### src/pin_io_defines.svh
// register offsets, field positions and reset values of the port block
// assumes an 8-bit register address space and 8-bit register data
`ifndef PIN_IO_DEFINES_SVH
`define PIN_IO_DEFINES_SVH

`define FIRST_DATA_ADDR    8'hC0
`define FIRST_DIR_ADDR     8'hC1
`define SECOND_DATA_ADDR   8'hC2
`define SECOND_DIR_ADDR    8'hC3
`define THIRD_DATA_ADDR    8'hC4
`define THIRD_DIR_ADDR     8'hC5
`define FOURTH_DATA_ADDR   8'hC6
`define FOURTH_DIR_ADDR    8'hC7
`define FIFTH_DATA_ADDR    8'hC8
`define FIFTH_DIR_ADDR     8'hC9
`define SIXTH_DATA_ADDR    8'hCA
`define SIXTH_CTRL_ADDR    8'hCB
`define SEVENTH_DATA_ADDR  8'hCC
`define SEVENTH_DIR_ADDR   8'hCD
`define FIFTH_FUNC_ADDR    8'hB0
`define SEVENTH_FUNC_ADDR  8'hB1

`define FUNC_SERIAL_A      0
`define FUNC_SERIAL_B      1
`define FUNC_PWM_EIGHT     2
`define FUNC_PWM_NINE      3

`define DATA_RESET         8'h00
`define DIR_RESET          8'h00
`define FUNC_RESET         8'h00
`define UNMAPPED_READ      8'h00

`define FOURTH_OD_MASK     7'h7C
`define SEVENTH_OD_MASK    8'hFF
`define PUSH_PULL_MASK     8'h00

`endif

### src/pin_io_pkg.sv
// types shared by the port block
// assumes nothing beyond SystemVerilog
package pin_io_pkg;
  typedef logic [7:0] reg_byte_t;
  typedef logic [7:0] reg_addr_t;
endpackage

### src/shared_pin_io_ports.sv
// parallel ports of the tuning controller with shared alternate pins
// assumes synchronous pin inputs and a one-cycle strobed register port
//
// Chosen here: the address-and-strobe port and the placing of the registers.
`timescale 1ns/1ps
`include "pin_io_defines.svh"

module shared_pin_io_ports (
  // clock and reset
  input  wire logic                  mclk,
  input  wire logic                  rst_b,
  // register port
  input  wire pin_io_pkg::reg_addr_t regAddr,
  input  wire pin_io_pkg::reg_byte_t regWdata,
  input  wire logic                  regWr,
  input  wire logic                  regRd,
  output pin_io_pkg::reg_byte_t      regRdata,
  // first port pins
  input  wire logic [7:0]            firstPortIn,
  output logic      [7:0]            firstPortOut,
  output logic      [7:0]            firstPortOe,
  // second port pins
  input  wire logic [7:0]            secondPortIn,
  output logic      [7:0]            secondPortOut,
  output logic      [7:0]            secondPortOe,
  // third port pins
  input  wire logic [7:0]            thirdPortIn,
  output logic      [7:0]            thirdPortOut,
  output logic      [7:0]            thirdPortOe,
  // fourth port pins
  input  wire logic [6:0]            fourthPortIn,
  output logic      [6:0]            fourthPortOut,
  output logic      [6:0]            fourthPortOe,
  // fifth port pins
  input  wire logic [7:0]            fifthPortIn,
  output logic      [7:0]            fifthPortOut,
  output logic      [7:0]            fifthPortOe,
  // sixth output port pins, bits 2 to 6
  output logic      [6:2]            sixthOutputPort,
  // seventh port pins
  input  wire logic [7:0]            seventhPortIn,
  output logic      [7:0]            seventhPortOut,
  output logic      [7:0]            seventhPortOe,
  // fourth port inputs toward timers, interrupts, comparator
  output logic                       timerBExtClock,
  output logic                       timerCExtClock,
  output logic                       extIrqA,
  output logic                       extIrqB,
  output logic                       comparatorInA,
  output logic                       comparatorInB,
  // serial channel A
  input  wire logic                  serialADataOut,
  input  wire logic                  serialAClock,
  input  wire logic                  serialAReady,
  output logic                       serialADataIn,
  // serial channel B
  input  wire logic                  serialBDataOut,
  input  wire logic                  serialBClock,
  input  wire logic                  serialBReady,
  output logic                       serialBDataIn,
  // pulse-width outputs
  input  wire logic [7:0]            pulseWidthOutsLow,
  input  wire logic                  pulseWidthOutEight,
  input  wire logic                  pulseWidthOutNine,
  // display colour outputs: red, green, blue, intensity, blanking
  input  wire logic [4:0]            displayColour
);

  // reset release through two flip-flops
  logic rstSync1_q;
  logic rstN_q;

  always_ff @(posedge mclk or negedge rst_b) begin
    if (!rst_b) begin
      rstSync1_q <= 1'b0;
      rstN_q     <= 1'b0;
    end else begin
      rstSync1_q <= 1'b1;
      rstN_q     <= rstSync1_q;
    end
  end

  // write decode
  wire logic wrFirstData    = regWr & (regAddr == `FIRST_DATA_ADDR);
  wire logic wrFirstDir     = regWr & (regAddr == `FIRST_DIR_ADDR);
  wire logic wrSecondData   = regWr & (regAddr == `SECOND_DATA_ADDR);
  wire logic wrSecondDir    = regWr & (regAddr == `SECOND_DIR_ADDR);
  wire logic wrThirdData    = regWr & (regAddr == `THIRD_DATA_ADDR);
  wire logic wrThirdDir     = regWr & (regAddr == `THIRD_DIR_ADDR);
  wire logic wrFourthData   = regWr & (regAddr == `FOURTH_DATA_ADDR);
  wire logic wrFourthDir    = regWr & (regAddr == `FOURTH_DIR_ADDR);
  wire logic wrFifthData    = regWr & (regAddr == `FIFTH_DATA_ADDR);
  wire logic wrFifthDir     = regWr & (regAddr == `FIFTH_DIR_ADDR);
  wire logic wrSixthData    = regWr & (regAddr == `SIXTH_DATA_ADDR);
  wire logic wrSixthCtrl    = regWr & (regAddr == `SIXTH_CTRL_ADDR);
  wire logic wrSeventhData  = regWr & (regAddr == `SEVENTH_DATA_ADDR);
  wire logic wrSeventhDir   = regWr & (regAddr == `SEVENTH_DIR_ADDR);
  wire logic wrFifthFunc    = regWr & (regAddr == `FIFTH_FUNC_ADDR);
  wire logic wrSeventhFunc  = regWr & (regAddr == `SEVENTH_FUNC_ADDR);

  // function select and sixth port registers
  pin_io_pkg::reg_byte_t fifthFunc_q;
  pin_io_pkg::reg_byte_t seventhFunc_q;
  logic [6:2]            sixthData_q;
  logic [6:2]            sixthCtrl_q;

  always_ff @(posedge mclk or negedge rstN_q) begin
    if (!rstN_q) begin
      fifthFunc_q   <= `FUNC_RESET;
      seventhFunc_q <= `FUNC_RESET;
      sixthData_q   <= '0;
      sixthCtrl_q   <= '0;
    end else begin
      if (wrFifthFunc) fifthFunc_q <= regWdata;
      if (wrSeventhFunc) seventhFunc_q <= regWdata;
      if (wrSixthData) sixthData_q <= regWdata[6:2];
      if (wrSixthCtrl) sixthCtrl_q <= regWdata[6:2];
    end
  end

  wire logic serA = fifthFunc_q[`FUNC_SERIAL_A];
  wire logic serB = fifthFunc_q[`FUNC_SERIAL_B];
  wire logic pulse_width_out_eight = fifthFunc_q[`FUNC_PWM_EIGHT];
  wire logic pulse_width_out_nine = fifthFunc_q[`FUNC_PWM_NINE];

  // fifth port routing; a pulse-width output wins over serial B
  wire logic [7:0] fifthAltEn = {
    pulse_width_out_eight | serB, pulse_width_out_nine, serB, serB, serA, 1'b0, serA, serA};
  wire logic [7:0] fifthAltVal = {
    pulse_width_out_eight ? pulseWidthOutEight : serialBReady,
    pulseWidthOutNine,
    serialBClock, serialBDataOut,
    serialAReady, 1'b0, serialAClock, serialADataOut};
  wire logic [7:0] fifthForceIn = {
    1'b0, serB & ~pulse_width_out_nine, 3'b000, serA, 2'b00};

  // per-port read values and direction registers
  logic [7:0] firstRead;
  logic [7:0] firstDir;
  logic [7:0] secondRead;
  logic [7:0] secondDir;
  logic [7:0] thirdRead;
  logic [7:0] thirdDir;
  logic [6:0] fourthRead;
  logic [6:0] fourthDir;
  logic [7:0] fifthRead;
  logic [7:0] fifthDir;
  logic [7:0] seventhRead;
  logic [7:0] seventhDir;

  port_slice #(.WIDTH(8), .OD_MASK(`PUSH_PULL_MASK)) uFirst (
    .clk      (mclk),
    .rstN     (rstN_q),
    .wrData   (wrFirstData),
    .wrDir    (wrFirstDir),
    .wdata    (regWdata),
    .readVal  (firstRead),
    .dirVal   (firstDir),
    .altOutEn (8'h00),
    .altOut   (8'h00),
    .forceIn  (8'h00),
    .pinIn    (firstPortIn),
    .pinOut   (firstPortOut),
    .pinOe    (firstPortOe)
  );

  port_slice #(.WIDTH(8), .OD_MASK(`PUSH_PULL_MASK)) uSecond (
    .clk      (mclk),
    .rstN     (rstN_q),
    .wrData   (wrSecondData),
    .wrDir    (wrSecondDir),
    .wdata    (regWdata),
    .readVal  (secondRead),
    .dirVal   (secondDir),
    .altOutEn (8'h00),
    .altOut   (8'h00),
    .forceIn  (8'h00),
    .pinIn    (secondPortIn),
    .pinOut   (secondPortOut),
    .pinOe    (secondPortOe)
  );

  port_slice #(.WIDTH(8), .OD_MASK(`PUSH_PULL_MASK)) uThird (
    .clk      (mclk),
    .rstN     (rstN_q),
    .wrData   (wrThirdData),
    .wrDir    (wrThirdDir),
    .wdata    (regWdata),
    .readVal  (thirdRead),
    .dirVal   (thirdDir),
    .altOutEn (8'h00),
    .altOut   (8'h00),
    .forceIn  (8'h00),
    .pinIn    (thirdPortIn),
    .pinOut   (thirdPortOut),
    .pinOe    (thirdPortOe)
  );

  port_slice #(.WIDTH(7), .OD_MASK({1'b0, `FOURTH_OD_MASK})) uFourth (
    .clk      (mclk),
    .rstN     (rstN_q),
    .wrData   (wrFourthData),
    .wrDir    (wrFourthDir),
    .wdata    (regWdata[6:0]),
    .readVal  (fourthRead),
    .dirVal   (fourthDir),
    .altOutEn (7'h00),
    .altOut   (7'h00),
    .forceIn  (7'h00),
    .pinIn    (fourthPortIn),
    .pinOut   (fourthPortOut),
    .pinOe    (fourthPortOe)
  );

  port_slice #(.WIDTH(8), .OD_MASK(`PUSH_PULL_MASK)) uFifth (
    .clk      (mclk),
    .rstN     (rstN_q),
    .wrData   (wrFifthData),
    .wrDir    (wrFifthDir),
    .wdata    (regWdata),
    .readVal  (fifthRead),
    .dirVal   (fifthDir),
    .altOutEn (fifthAltEn),
    .altOut   (fifthAltVal),
    .forceIn  (fifthForceIn),
    .pinIn    (fifthPortIn),
    .pinOut   (fifthPortOut),
    .pinOe    (fifthPortOe)
  );

  port_slice #(.WIDTH(8), .OD_MASK(`SEVENTH_OD_MASK)) uSeventh (
    .clk      (mclk),
    .rstN     (rstN_q),
    .wrData   (wrSeventhData),
    .wrDir    (wrSeventhDir),
    .wdata    (regWdata),
    .readVal  (seventhRead),
    .dirVal   (seventhDir),
    .altOutEn (seventhFunc_q),
    .altOut   (pulseWidthOutsLow),
    .forceIn  (8'h00),
    .pinIn    (seventhPortIn),
    .pinOut   (seventhPortOut),
    .pinOe    (seventhPortOe)
  );

  // sixth port: display signals replace the latch per control bit
  wire logic [6:2] sixthOut_d =
    (sixthCtrl_q & displayColour) | (~sixthCtrl_q & sixthData_q);

  // pin levels registered toward the other blocks, plus the sixth port output and read data registers
  logic                  timerBExtClock_q;
  logic                  timerCExtClock_q;
  logic                  extIrqA_q;
  logic                  extIrqB_q;
  logic                  comparatorInA_q;
  logic                  comparatorInB_q;
  logic                  serialADataIn_q;
  logic                  serialBDataIn_q;
  logic [6:2]            sixthOut_q;
  pin_io_pkg::reg_byte_t regRdata_q;

  // read selection; unmapped addresses read zero
  wire pin_io_pkg::reg_byte_t readMux =
    (regAddr == `FIRST_DATA_ADDR)   ? firstRead :
    (regAddr == `FIRST_DIR_ADDR)    ? firstDir :
    (regAddr == `SECOND_DATA_ADDR)  ? secondRead :
    (regAddr == `SECOND_DIR_ADDR)   ? secondDir :
    (regAddr == `THIRD_DATA_ADDR)   ? thirdRead :
    (regAddr == `THIRD_DIR_ADDR)    ? thirdDir :
    (regAddr == `FOURTH_DATA_ADDR)  ? {1'b0, fourthRead} :
    (regAddr == `FOURTH_DIR_ADDR)   ? {1'b0, fourthDir} :
    (regAddr == `FIFTH_DATA_ADDR)   ? fifthRead :
    (regAddr == `FIFTH_DIR_ADDR)    ? fifthDir :
    (regAddr == `SIXTH_DATA_ADDR)   ? {1'b0, sixthData_q, 2'b00} :
    (regAddr == `SIXTH_CTRL_ADDR)   ? {1'b0, sixthCtrl_q, 2'b00} :
    (regAddr == `SEVENTH_DATA_ADDR) ? seventhRead :
    (regAddr == `SEVENTH_DIR_ADDR)  ? seventhDir :
    (regAddr == `FIFTH_FUNC_ADDR)   ? {4'h0, fifthFunc_q[3:0]} :
    (regAddr == `SEVENTH_FUNC_ADDR) ? seventhFunc_q :
    `UNMAPPED_READ;

  always_ff @(posedge mclk or negedge rstN_q) begin
    if (!rstN_q) begin
      timerBExtClock_q <= 1'b0;
      timerCExtClock_q <= 1'b0;
      extIrqA_q        <= 1'b0;
      extIrqB_q        <= 1'b0;
      comparatorInA_q  <= 1'b0;
      comparatorInB_q  <= 1'b0;
      serialADataIn_q  <= 1'b0;
      serialBDataIn_q  <= 1'b0;
      sixthOut_q       <= '0;
      regRdata_q       <= '0;
    end else begin
      timerBExtClock_q <= fourthPortIn[2];
      timerCExtClock_q <= fourthPortIn[3];
      extIrqA_q        <= fourthPortIn[4];
      extIrqB_q        <= fourthPortIn[6];
      comparatorInA_q  <= fourthPortIn[5];
      comparatorInB_q  <= fourthPortIn[6];
      serialADataIn_q  <= fifthPortIn[2];
      serialBDataIn_q  <= fifthPortIn[6];
      sixthOut_q       <= sixthOut_d;
      regRdata_q       <= regRd ? readMux : `UNMAPPED_READ;
    end
  end

  assign timerBExtClock  = timerBExtClock_q;
  assign timerCExtClock  = timerCExtClock_q;
  assign extIrqA         = extIrqA_q;
  assign extIrqB         = extIrqB_q;
  assign comparatorInA   = comparatorInA_q;
  assign comparatorInB   = comparatorInB_q;
  assign serialADataIn   = serialADataIn_q;
  assign serialBDataIn   = serialBDataIn_q;
  assign sixthOutputPort = sixthOut_q;
  assign regRdata        = regRdata_q;

endmodule

### src/port_slice.sv
// one bidirectional port: data latch, direction latch and pin drivers
// assumes writes come as one-cycle strobes from the register decoder
`timescale 1ns/1ps
`include "pin_io_defines.svh"

module port_slice #(
  parameter int         WIDTH   = 8,
  parameter logic [7:0] OD_MASK = `PUSH_PULL_MASK
) (
  // clock and reset
  input  wire logic             clk,
  input  wire logic             rstN,
  // register side
  input  wire logic             wrData,
  input  wire logic             wrDir,
  input  wire logic [WIDTH-1:0] wdata,
  output logic      [WIDTH-1:0] readVal,
  output logic      [WIDTH-1:0] dirVal,
  // alternate functions
  input  wire logic [WIDTH-1:0] altOutEn,
  input  wire logic [WIDTH-1:0] altOut,
  input  wire logic [WIDTH-1:0] forceIn,
  // pins
  input  wire logic [WIDTH-1:0] pinIn,
  output logic      [WIDTH-1:0] pinOut,
  output logic      [WIDTH-1:0] pinOe
);

  if (WIDTH < 1 || WIDTH > 8) begin : gWidthCheck
    $error("port_slice width must be 1 to 8");
  end

  logic [WIDTH-1:0] latch_q;
  logic [WIDTH-1:0] dir_q;
  logic [WIDTH-1:0] pinOut_d;
  logic [WIDTH-1:0] pinOe_d;
  logic [WIDTH-1:0] pinOut_q;
  logic [WIDTH-1:0] pinOe_q;

  always_ff @(posedge clk or negedge rstN) begin
    if (!rstN) begin
      latch_q <= WIDTH'(`DATA_RESET);
      dir_q   <= WIDTH'(`DIR_RESET);
    end else begin
      if (wrData) latch_q <= wdata;
      if (wrDir) dir_q <= wdata;
    end
  end

  for (genvar i = 0; i < WIDTH; i++) begin : gBit
    wire logic effVal  = altOutEn[i] ? altOut[i] : latch_q[i];
    wire logic driving = altOutEn[i] | (dir_q[i] & ~forceIn[i]);
    if (OD_MASK[i]) begin : gOpenDrain
      // only pulls low, floats for a one
      assign pinOut_d[i] = 1'b0;
      assign pinOe_d[i]  = driving & ~effVal;
    end else begin : gPushPull
      assign pinOut_d[i] = effVal;
      assign pinOe_d[i]  = driving;
    end
    // inputs and alternate inputs read the pin
    assign readVal[i] = driving & ~altOutEn[i] ? latch_q[i] : pinIn[i];
  end

  always_ff @(posedge clk or negedge rstN) begin
    if (!rstN) begin
      pinOut_q <= '0;
      pinOe_q  <= '0;
    end else begin
      pinOut_q <= pinOut_d;
      pinOe_q  <= pinOe_d;
    end
  end

  assign dirVal = dir_q;
  assign pinOut = pinOut_q;
  assign pinOe  = pinOe_q;

endmodule

### config.mk
export PLATFORM = sky130hd
export DESIGN_NAME = shared_pin_io_ports
export DESIGN_NICKNAME = d
export VERILOG_FILES = /design/src/pin_io_pkg.sv /design/src/shared_pin_io_ports.sv /design/src/port_slice.sv
export VERILOG_INCLUDE_DIRS = /design/src /design/src/src
export SDC_FILE = /design/constraint.sdc
export NUM_CORES = 1
export LEC_CHECK = 0
export BUFFER_PORTS_ARGS = -buffer_cell sky130_fd_sc_hd__clkbuf_2
export CAP_MARGIN = 20
export CELL_PAD_IN_SITES_DETAIL_PLACEMENT = 0
export CELL_PAD_IN_SITES_GLOBAL_PLACEMENT = 1
export CORE_MARGIN = 10
export CORE_UTILIZATION = 48
export CTS_CLUSTER_DIAMETER = 150
export DETAILED_ROUTE_END_ITERATION = 8
export PLACE_DENSITY = 0.85
export SLEW_MARGIN = 25
export SYNTH_ARGS = -nofsm -noshare
export SYNTH_HDL_FRONTEND = slang
export SYNTH_HIERARCHICAL = 1
export SYNTH_SLANG_ARGS = --single-unit
export TNS_END_PERCENT = 50
### constraint.sdc
create_clock -name mclk -period 19.4 [get_ports mclk]
set_input_delay 0 -clock mclk [delete_from_list [all_inputs] [get_ports mclk]]
set_output_delay 0 -clock mclk [all_outputs]
set_load 0.005 [all_outputs]
==> results.ini, run 1 <==
[status]
outcome = complete, no violations

[worst_setup_path]
r2r_cells = 8
rr_endpoint = regRdata[7]$_DFF_PN0_
crit_start = regAddr[1]
path_cells = clkbuf_2 > buf_4 > inv_1 > nor2_1 > nand2_1 > nor2_1 > mux2_2
path_class = input port to flip-flop
crit_path_end = uFourth/latch_q[3]$_DFFE_PN0P_
ff2ff_setup_slack_ns = 17.13
critPathRequiredTime_ns = 19.79
cp_slowest_stage_delay_ns = 0.87
cp_slowest_cell = nor2_1
cpMostUsedCell = nor2_1
path_max_fanout = 41
crit_path_start_kind = input port
critPathArrivalTime_ns = 2.99
regToRegStartpoint = uThird/dirVal[7]$_DFFE_PN0P_
crit_path_end_kind = flip-flop

[power]
peakVddDrop_uv = 59.70
p_seq_share_pct = 45.9
powerDensity_nw_per_um2 = 77.74
p_leak_nw = 6.980
p_sw_share_pct = 23.94
p_sw_mw = 0.2597
pwr-share-comb_pct = 10.4
pwr-share-clk_pct = 43.8
intPower_mw = 0.8249

[global_routing]
grt.total_usage_pct = 20.63
grt_pass1_wl_um = 47390
grt_pass1_vias = 8377
grt_max_degree = 79
grt-ovfl-total = 0
antenna_found_initial = 0

[layout]
nFillCells = 1900
syn_to_final_growth_pct = 27.34
fin_nets = 1397
stdcell_count = 1610
final_core_util_pct = 61.81
layout-drive-gt1-share_pct = 38.72
n_antenna_cell = 0

[sta]
slew_viol_final = 0
setup_tns_ns = 0
final-setup-viol-count = 0
fmax_mhz = 386.0
hold_viol_final = 0
skew_ns = 0.01688
grt_setup_unrepaired = no
min_period_ns = 2.590
worst_pin_slew_ns = 1.119
setup_ws_ns = 16.81
fin_crit_sh_pct = 13.35
maxSlewHeadroom_pct = 25.12

[clock_tree]
cts-hold-fix-buffers = 31
root_buffer = clkbuf_16
clkTransAtPathRegs_ns = 0.06
cts_tree = built
cts_sinks = 219
insertion_delay_ns = 0.52
htree_levels = 1
clock_path_buffers = 3
cts_setup_buffers = 0
cts_buffers = 25
cts-resized-gates = 0

[placed_design]
numPortBuffers = 189
place_ws_ns = 16.45
gp_congestion = 0.9011
dp_hpwl_um = 22190
dpl.cell_count = 1536

[floorplan]
die_w_um = 171.1
core_um2 = 22570
die_area_um2 = 29270
die_y_um = 171.1
ios = 203
start_util_pct = 48.54
rows = 55

[logic_synthesis]
yosys_register_bits = 219
ys_warn_count = 6
synth-seq-area-share_pct = 50.02
ys_types = 58
synth_area_um2 = 10960
avgSynthCellArea_um2 = 12.44
synth_area_leader_cell = dfrtp_1
synth.area.top_cells = dfrtp_1 50%, mux2_2 18%, mux2_4 4.4%
synthFlopType = dfrtp_1
yosys.area.top_type_share_pct = 50.02
syn-instance-count = 881
async_flop_share_pct = 100.0
synth-edff-count = 0

[min_path]
hold_depth = 6
hp-start = secondPortIn[2]
hold_path.class = input port to flip-flop

[routing]
wl_um = 30310
drc_errors = 0
vias_per_cell = 4.948
first_iter_violations = 532
antenna_left = 0
first_pass_iters = 4
wl_per_cell_um = 18.83
num_vias = 7967

[flow_run]
maxCapViolCount = 0

## area by class of cell
type | count | area (µm²) | share of cell area [%]
Timing Repair Buffer | 226 | 1318 | 9.444
Sequential cell | 219 | 5484 | 39.31
Clock inverter | 9 | 122.6 | 0.8789
Clock buffer | 34 | 699.4 | 5.013
Tap cell | 285 | 356.6 | 2.556
Multi-Input combinational cell | 787 | 5783 | 41.45
Inverter | 50 | 187.7 | 1.345
## cells in the final DEF (no fill, tap or decap), drive strengths merged, types with 33 or more instances in the layout
cell type and instances:
dfrtp 219, nor2 35, mux2 210, o21ai 33, clkbuf 223, a21o 36, inv 50, conb 232
nor3b 48
## kinds of logic (layout without fill, tap and decap cells)
logic type	Yosys count	count (layout)	synth area share (%)
mux	220	220	23.60
flops	219	219	50.02
simple gates	179	179	11.36
compound gates	156	156	9.879
buf+inv	103	319	5.002
other cells	4	232	0.1370
## stage by stage
stage,power [mW],hold WS [ns],cell area [µm²]
after detailed placement,0.6125,-0.2118,12810
after global placement,0.6105,-0.2142,12790
final,1.085,0.01811,13950
after CTS,1.096,0.01534,13950
after floorplan,0.5678,-0.2956,11810
after global routing,1.132,0.02044,13950
## critical path: cells and delay by family
| family | cells | cell delay, ns |
|---|---|---|
| buf+inv | 3 | 0.99 |
| simple gates | 3 | 1.54 |
| mux | 1 | 0.43 |
## power groups by stage
stage | Combinational (mW) | Sequential [mW] | Clock [mW]
2_1_floorplan | 0.0617 | 0.506 | 0
3_3_place_gp | 0.104 | 0.507 | 0
3_5_place_dp | 0.107 | 0.506 | 0
4_1_cts | 0.112 | 0.498 | 0.486
5_1_grt | 0.125 | 0.500 | 0.506
6_report | 0.113 | 0.497 | 0.475
## layer usage
layer	vias up	routed length, µm	GRT usage, %	part of all wire, %
met2	239	15070	35.03	50
li1	3793	-	-	-
met5	-	0	0	0
met3	48	1867	3.986	6.2
met4	0	771	5.898	2.5
met1	3887	12600	26.16	42
## Yosys cell counts (4+ instances only)
cell / instances
dfrtp_1: 219
mux2_2: 178
inv_1: 50
nor2_1: 35
nor3b_2: 33
a21o_2: 32
a21oi_1: 32
mux2_4: 32
nand2_1: 32
o21ai_0: 30
buf_2: 18
buf_4: 17
nand3_1: 15
nor3b_1: 15
or4b_1: 13
buf_6: 10
mux2i_1: 10
clkbuf_1: 7
nor2b_1: 7
a31oi_1: 6
and3_1: 5
nand2b_1: 5
o22ai_1: 5
a211oi_1: 4
a21o_1: 4
a2bb2oi_1: 4
a32o_1: 4
a32oi_1: 4
conb_1: 4
nor3_1: 4
o31ai_1: 4
o32ai_1: 4
## how the worst min path moves through the flow
| stage | endpoint |
|---|---|
| 5_1_grt | regRdata[0]$_DFF_PN0_ |
| 3_5_place_dp | rstSync1_q$_DFF_PN0_ |
| 6_report | regRdata[2]$_DFF_PN0_ |
| 3_3_place_gp | rstSync1_q$_DFF_PN0_ |
| 2_1_floorplan | rstN_q$_DFF_PN0_ |
| 4_1_cts | regRdata[2]$_DFF_PN0_ |
No activity file was read; power rests on OpenSTA's default activity.
==> run 2: changes to the inputs <==
CORE_UTILIZATION = 41   (was 48)
PLACE_DENSITY = 0.77   (was 0.85)
clock period = 2.3 ns   (was 19.4 ns; I/O delays follow)
==> run 2 against run 1 <==
Effect of this change: setup slack worse by 17 ns; final cell count rose by 5.7%; worst hold slack improved by 0.0067 ns; critical endpoint is now regRdata[3]$_DFF_PN0_; clock power increased to 7.8 times the previous value; first-iteration DRC count is 20% lower; highest routed layer unchanged; via count increased by 2.6%.
==> results.ini, run 2 (synthesis gave the netlist of run 1 again) <==
[power]
p_leak_nw = 7.175
powerDensity_nw_per_um2 = 620.2
peakVddDrop_uv = 419.2

[routing]
wl_per_cell_um = 18.57
wl_um = 31610
vias_per_cell = 4.803
antenna_left = 0
first_pass_iters = 5
drc_errors = 0
first_iter_violations = 425
num_vias = 8174

[sta]
setup_ws_ns = 0.2495
worst_pin_slew_ns = 0.6162
hold_viol_final = 0
fmax_mhz = 487.7
grt_setup_unrepaired = no
maxSlewHeadroom_pct = 58.77
setup_tns_ns = 0
min_period_ns = 2.051
skew_ns = 0.01330
final-setup-viol-count = 0
fin_crit_sh_pct = 89.15
slew_viol_final = 0

[placed_design]
numPortBuffers = 189
gp_congestion = 0.8911
place_ws_ns = 0.2819
dp_hpwl_um = 23740

[worst_setup_path]
regToRegStartpoint = seventhFunc_q[3]$_DFFE_PN0P_
cp_slowest_stage_delay_ns = 0.43
r2r_cells = 6
path_cells = nor3b_1 > mux2_2 > a32oi_1 > o221ai_1 > a221oi_1 > o22ai_1
ff2ff_setup_slack_ns = 0.25
path_buf_inv = 0
path_class = flip-flop to flip-flop
rr_endpoint = regRdata[3]$_DFF_PN0_
path_max_fanout = 5
cp_slowest_cell = dfrtp_1
critPathRequiredTime_ns = 2.68
critPathArrivalTime_ns = 2.43
crit_path_end_kind = flip-flop
crit_path_start_kind = flip-flop
critical_path.top_delay_family = compound AO/OA/AOI/OAI gates

[clock_tree]
cts_sinks = 219
cts_setup_buffers = 0
clkTransAtPathRegs_ns = 0.06
cts_buffers = 25
htree_levels = 1
insertion_delay_ns = 0.52
clock_path_buffers = 3
root_buffer = clkbuf_16
cts_tree = built

[layout]
nFillCells = 2302
final_cell_mix = 232 x conb_1, 218 x dfrtp_1, 189 x clkbuf_2, 178 x mux2_2, 50 x inv_1
layout-drive-gt1-share_pct = 40.23
syn_to_final_growth_pct = 30.46
n_antenna_cell = 0
layout_commonest_cell = conb_1
final_core_util_pct = 54.54
multi_input_area_um2 = 5783
fin_nets = 1441
register_area_um2 = 5484

[global_routing]
grt.total_usage_pct = 18.39
grt_pass1_wl_um = 48440
grt_pass1_vias = 8366
antenna_found_initial = 0
grt-ovfl-total = 0
grt_max_degree = 67

[floorplan]
die_w_um = 183.5
start_util_pct = 41.80
die_area_um2 = 33660
die_y_um = 183.5
ios = 203
core_um2 = 26210
rows = 59

[min_path]
hp-start = thirdPortIn[2]
hold_end = regRdata[2]$_DFF_PN0_
hold_path.class = input port to flip-flop
hold_depth = 6

[flow_run]
maxCapViolCount = 0

[status]
outcome = complete, no violations

-- run 2: worst max-delay path by stage --
stage,startpoint,to,slack (ns),cells past startpoint
2_1_floorplan,rstN_q$_DFF_PN0_,comparatorInA$_DFF_PN0_,0.08,0
3_3_place_gp,regAddr[4],regRdata[3]$_DFF_PN0_,0.33,7
3_5_place_dp,uThird/dirVal[7]$_DFFE_PN0P_,regRdata[7]$_DFF_PN0_,0.28,8
4_1_cts,uThird/dirVal[7]$_DFFE_PN0P_,regRdata[7]$_DFF_PN0_,0.27,8
5_1_grt,uFourth/dirVal[3]$_DFFE_PN0P_,regRdata[3]$_DFF_PN0_,0.13,7
6_report,seventhFunc_q[3]$_DFFE_PN0P_,regRdata[3]$_DFF_PN0_,0.25,6
-- run 2: timing repair --
| action | in CTS | in global routing |
|---|---|---|
| hold endpoints to repair | 36 | 0 |
| endpoints found under the setup margin | 0 | 0 |
| hold buffers | 32 | 0 |
| gates resized for setup | 0 | 0 |
-- run 2: through the flow --
step                      instance area (µm²)  hold slack (ns)  std cells  power [mW]
after CTS                               14290          0.01773       1702       8.982
final                                   14290          0.02477       1702       8.864
after detailed placement                13230          -0.2103       1629       5.199
after global routing                    14290          0.03528       1702       9.265
after floorplan                         11820          -0.2956       1109       4.788
after global placement                  13230          -0.2117       1629       5.184
-- run 2: routing by layer --
metal / track usage [%] / wire length [µm]
met1: 23.43 / 13500
met2: 30.61 / 15120
met3: 4.466 / 2327
met4: 4.918 / 661
met5: 0 / 0
-- run 2: final cells by class --
class                           count  share of cell area [%]
Multi-Input combinational cell    787                   40.46
Sequential cell                   219                   38.37
Timing Repair Buffer              270                   11.70
Clock buffer                       40                   5.191
Tap cell                          335                   2.933
Inverter                           50                   1.313
Clock inverter                      1                 0.03502
-- run 2: tightest hold or removal path, stage by stage --
cell      delay, ns
clkbuf_2       0.08
mux2_4         0.14
nand3_1        0.06
nand2_1        0.07
a211oi_1       0.04
a21oi_1        0.11
-- run 2: where the power goes --
group          total [mW]  internal, mW  leakage (nW)  switching, mW
combinational       0.990         0.489          3.90          0.501
sequential           4.19          4.05          2.91          0.139
clock                3.69          2.18         0.366           1.51
total                8.86          6.71          7.18           2.15
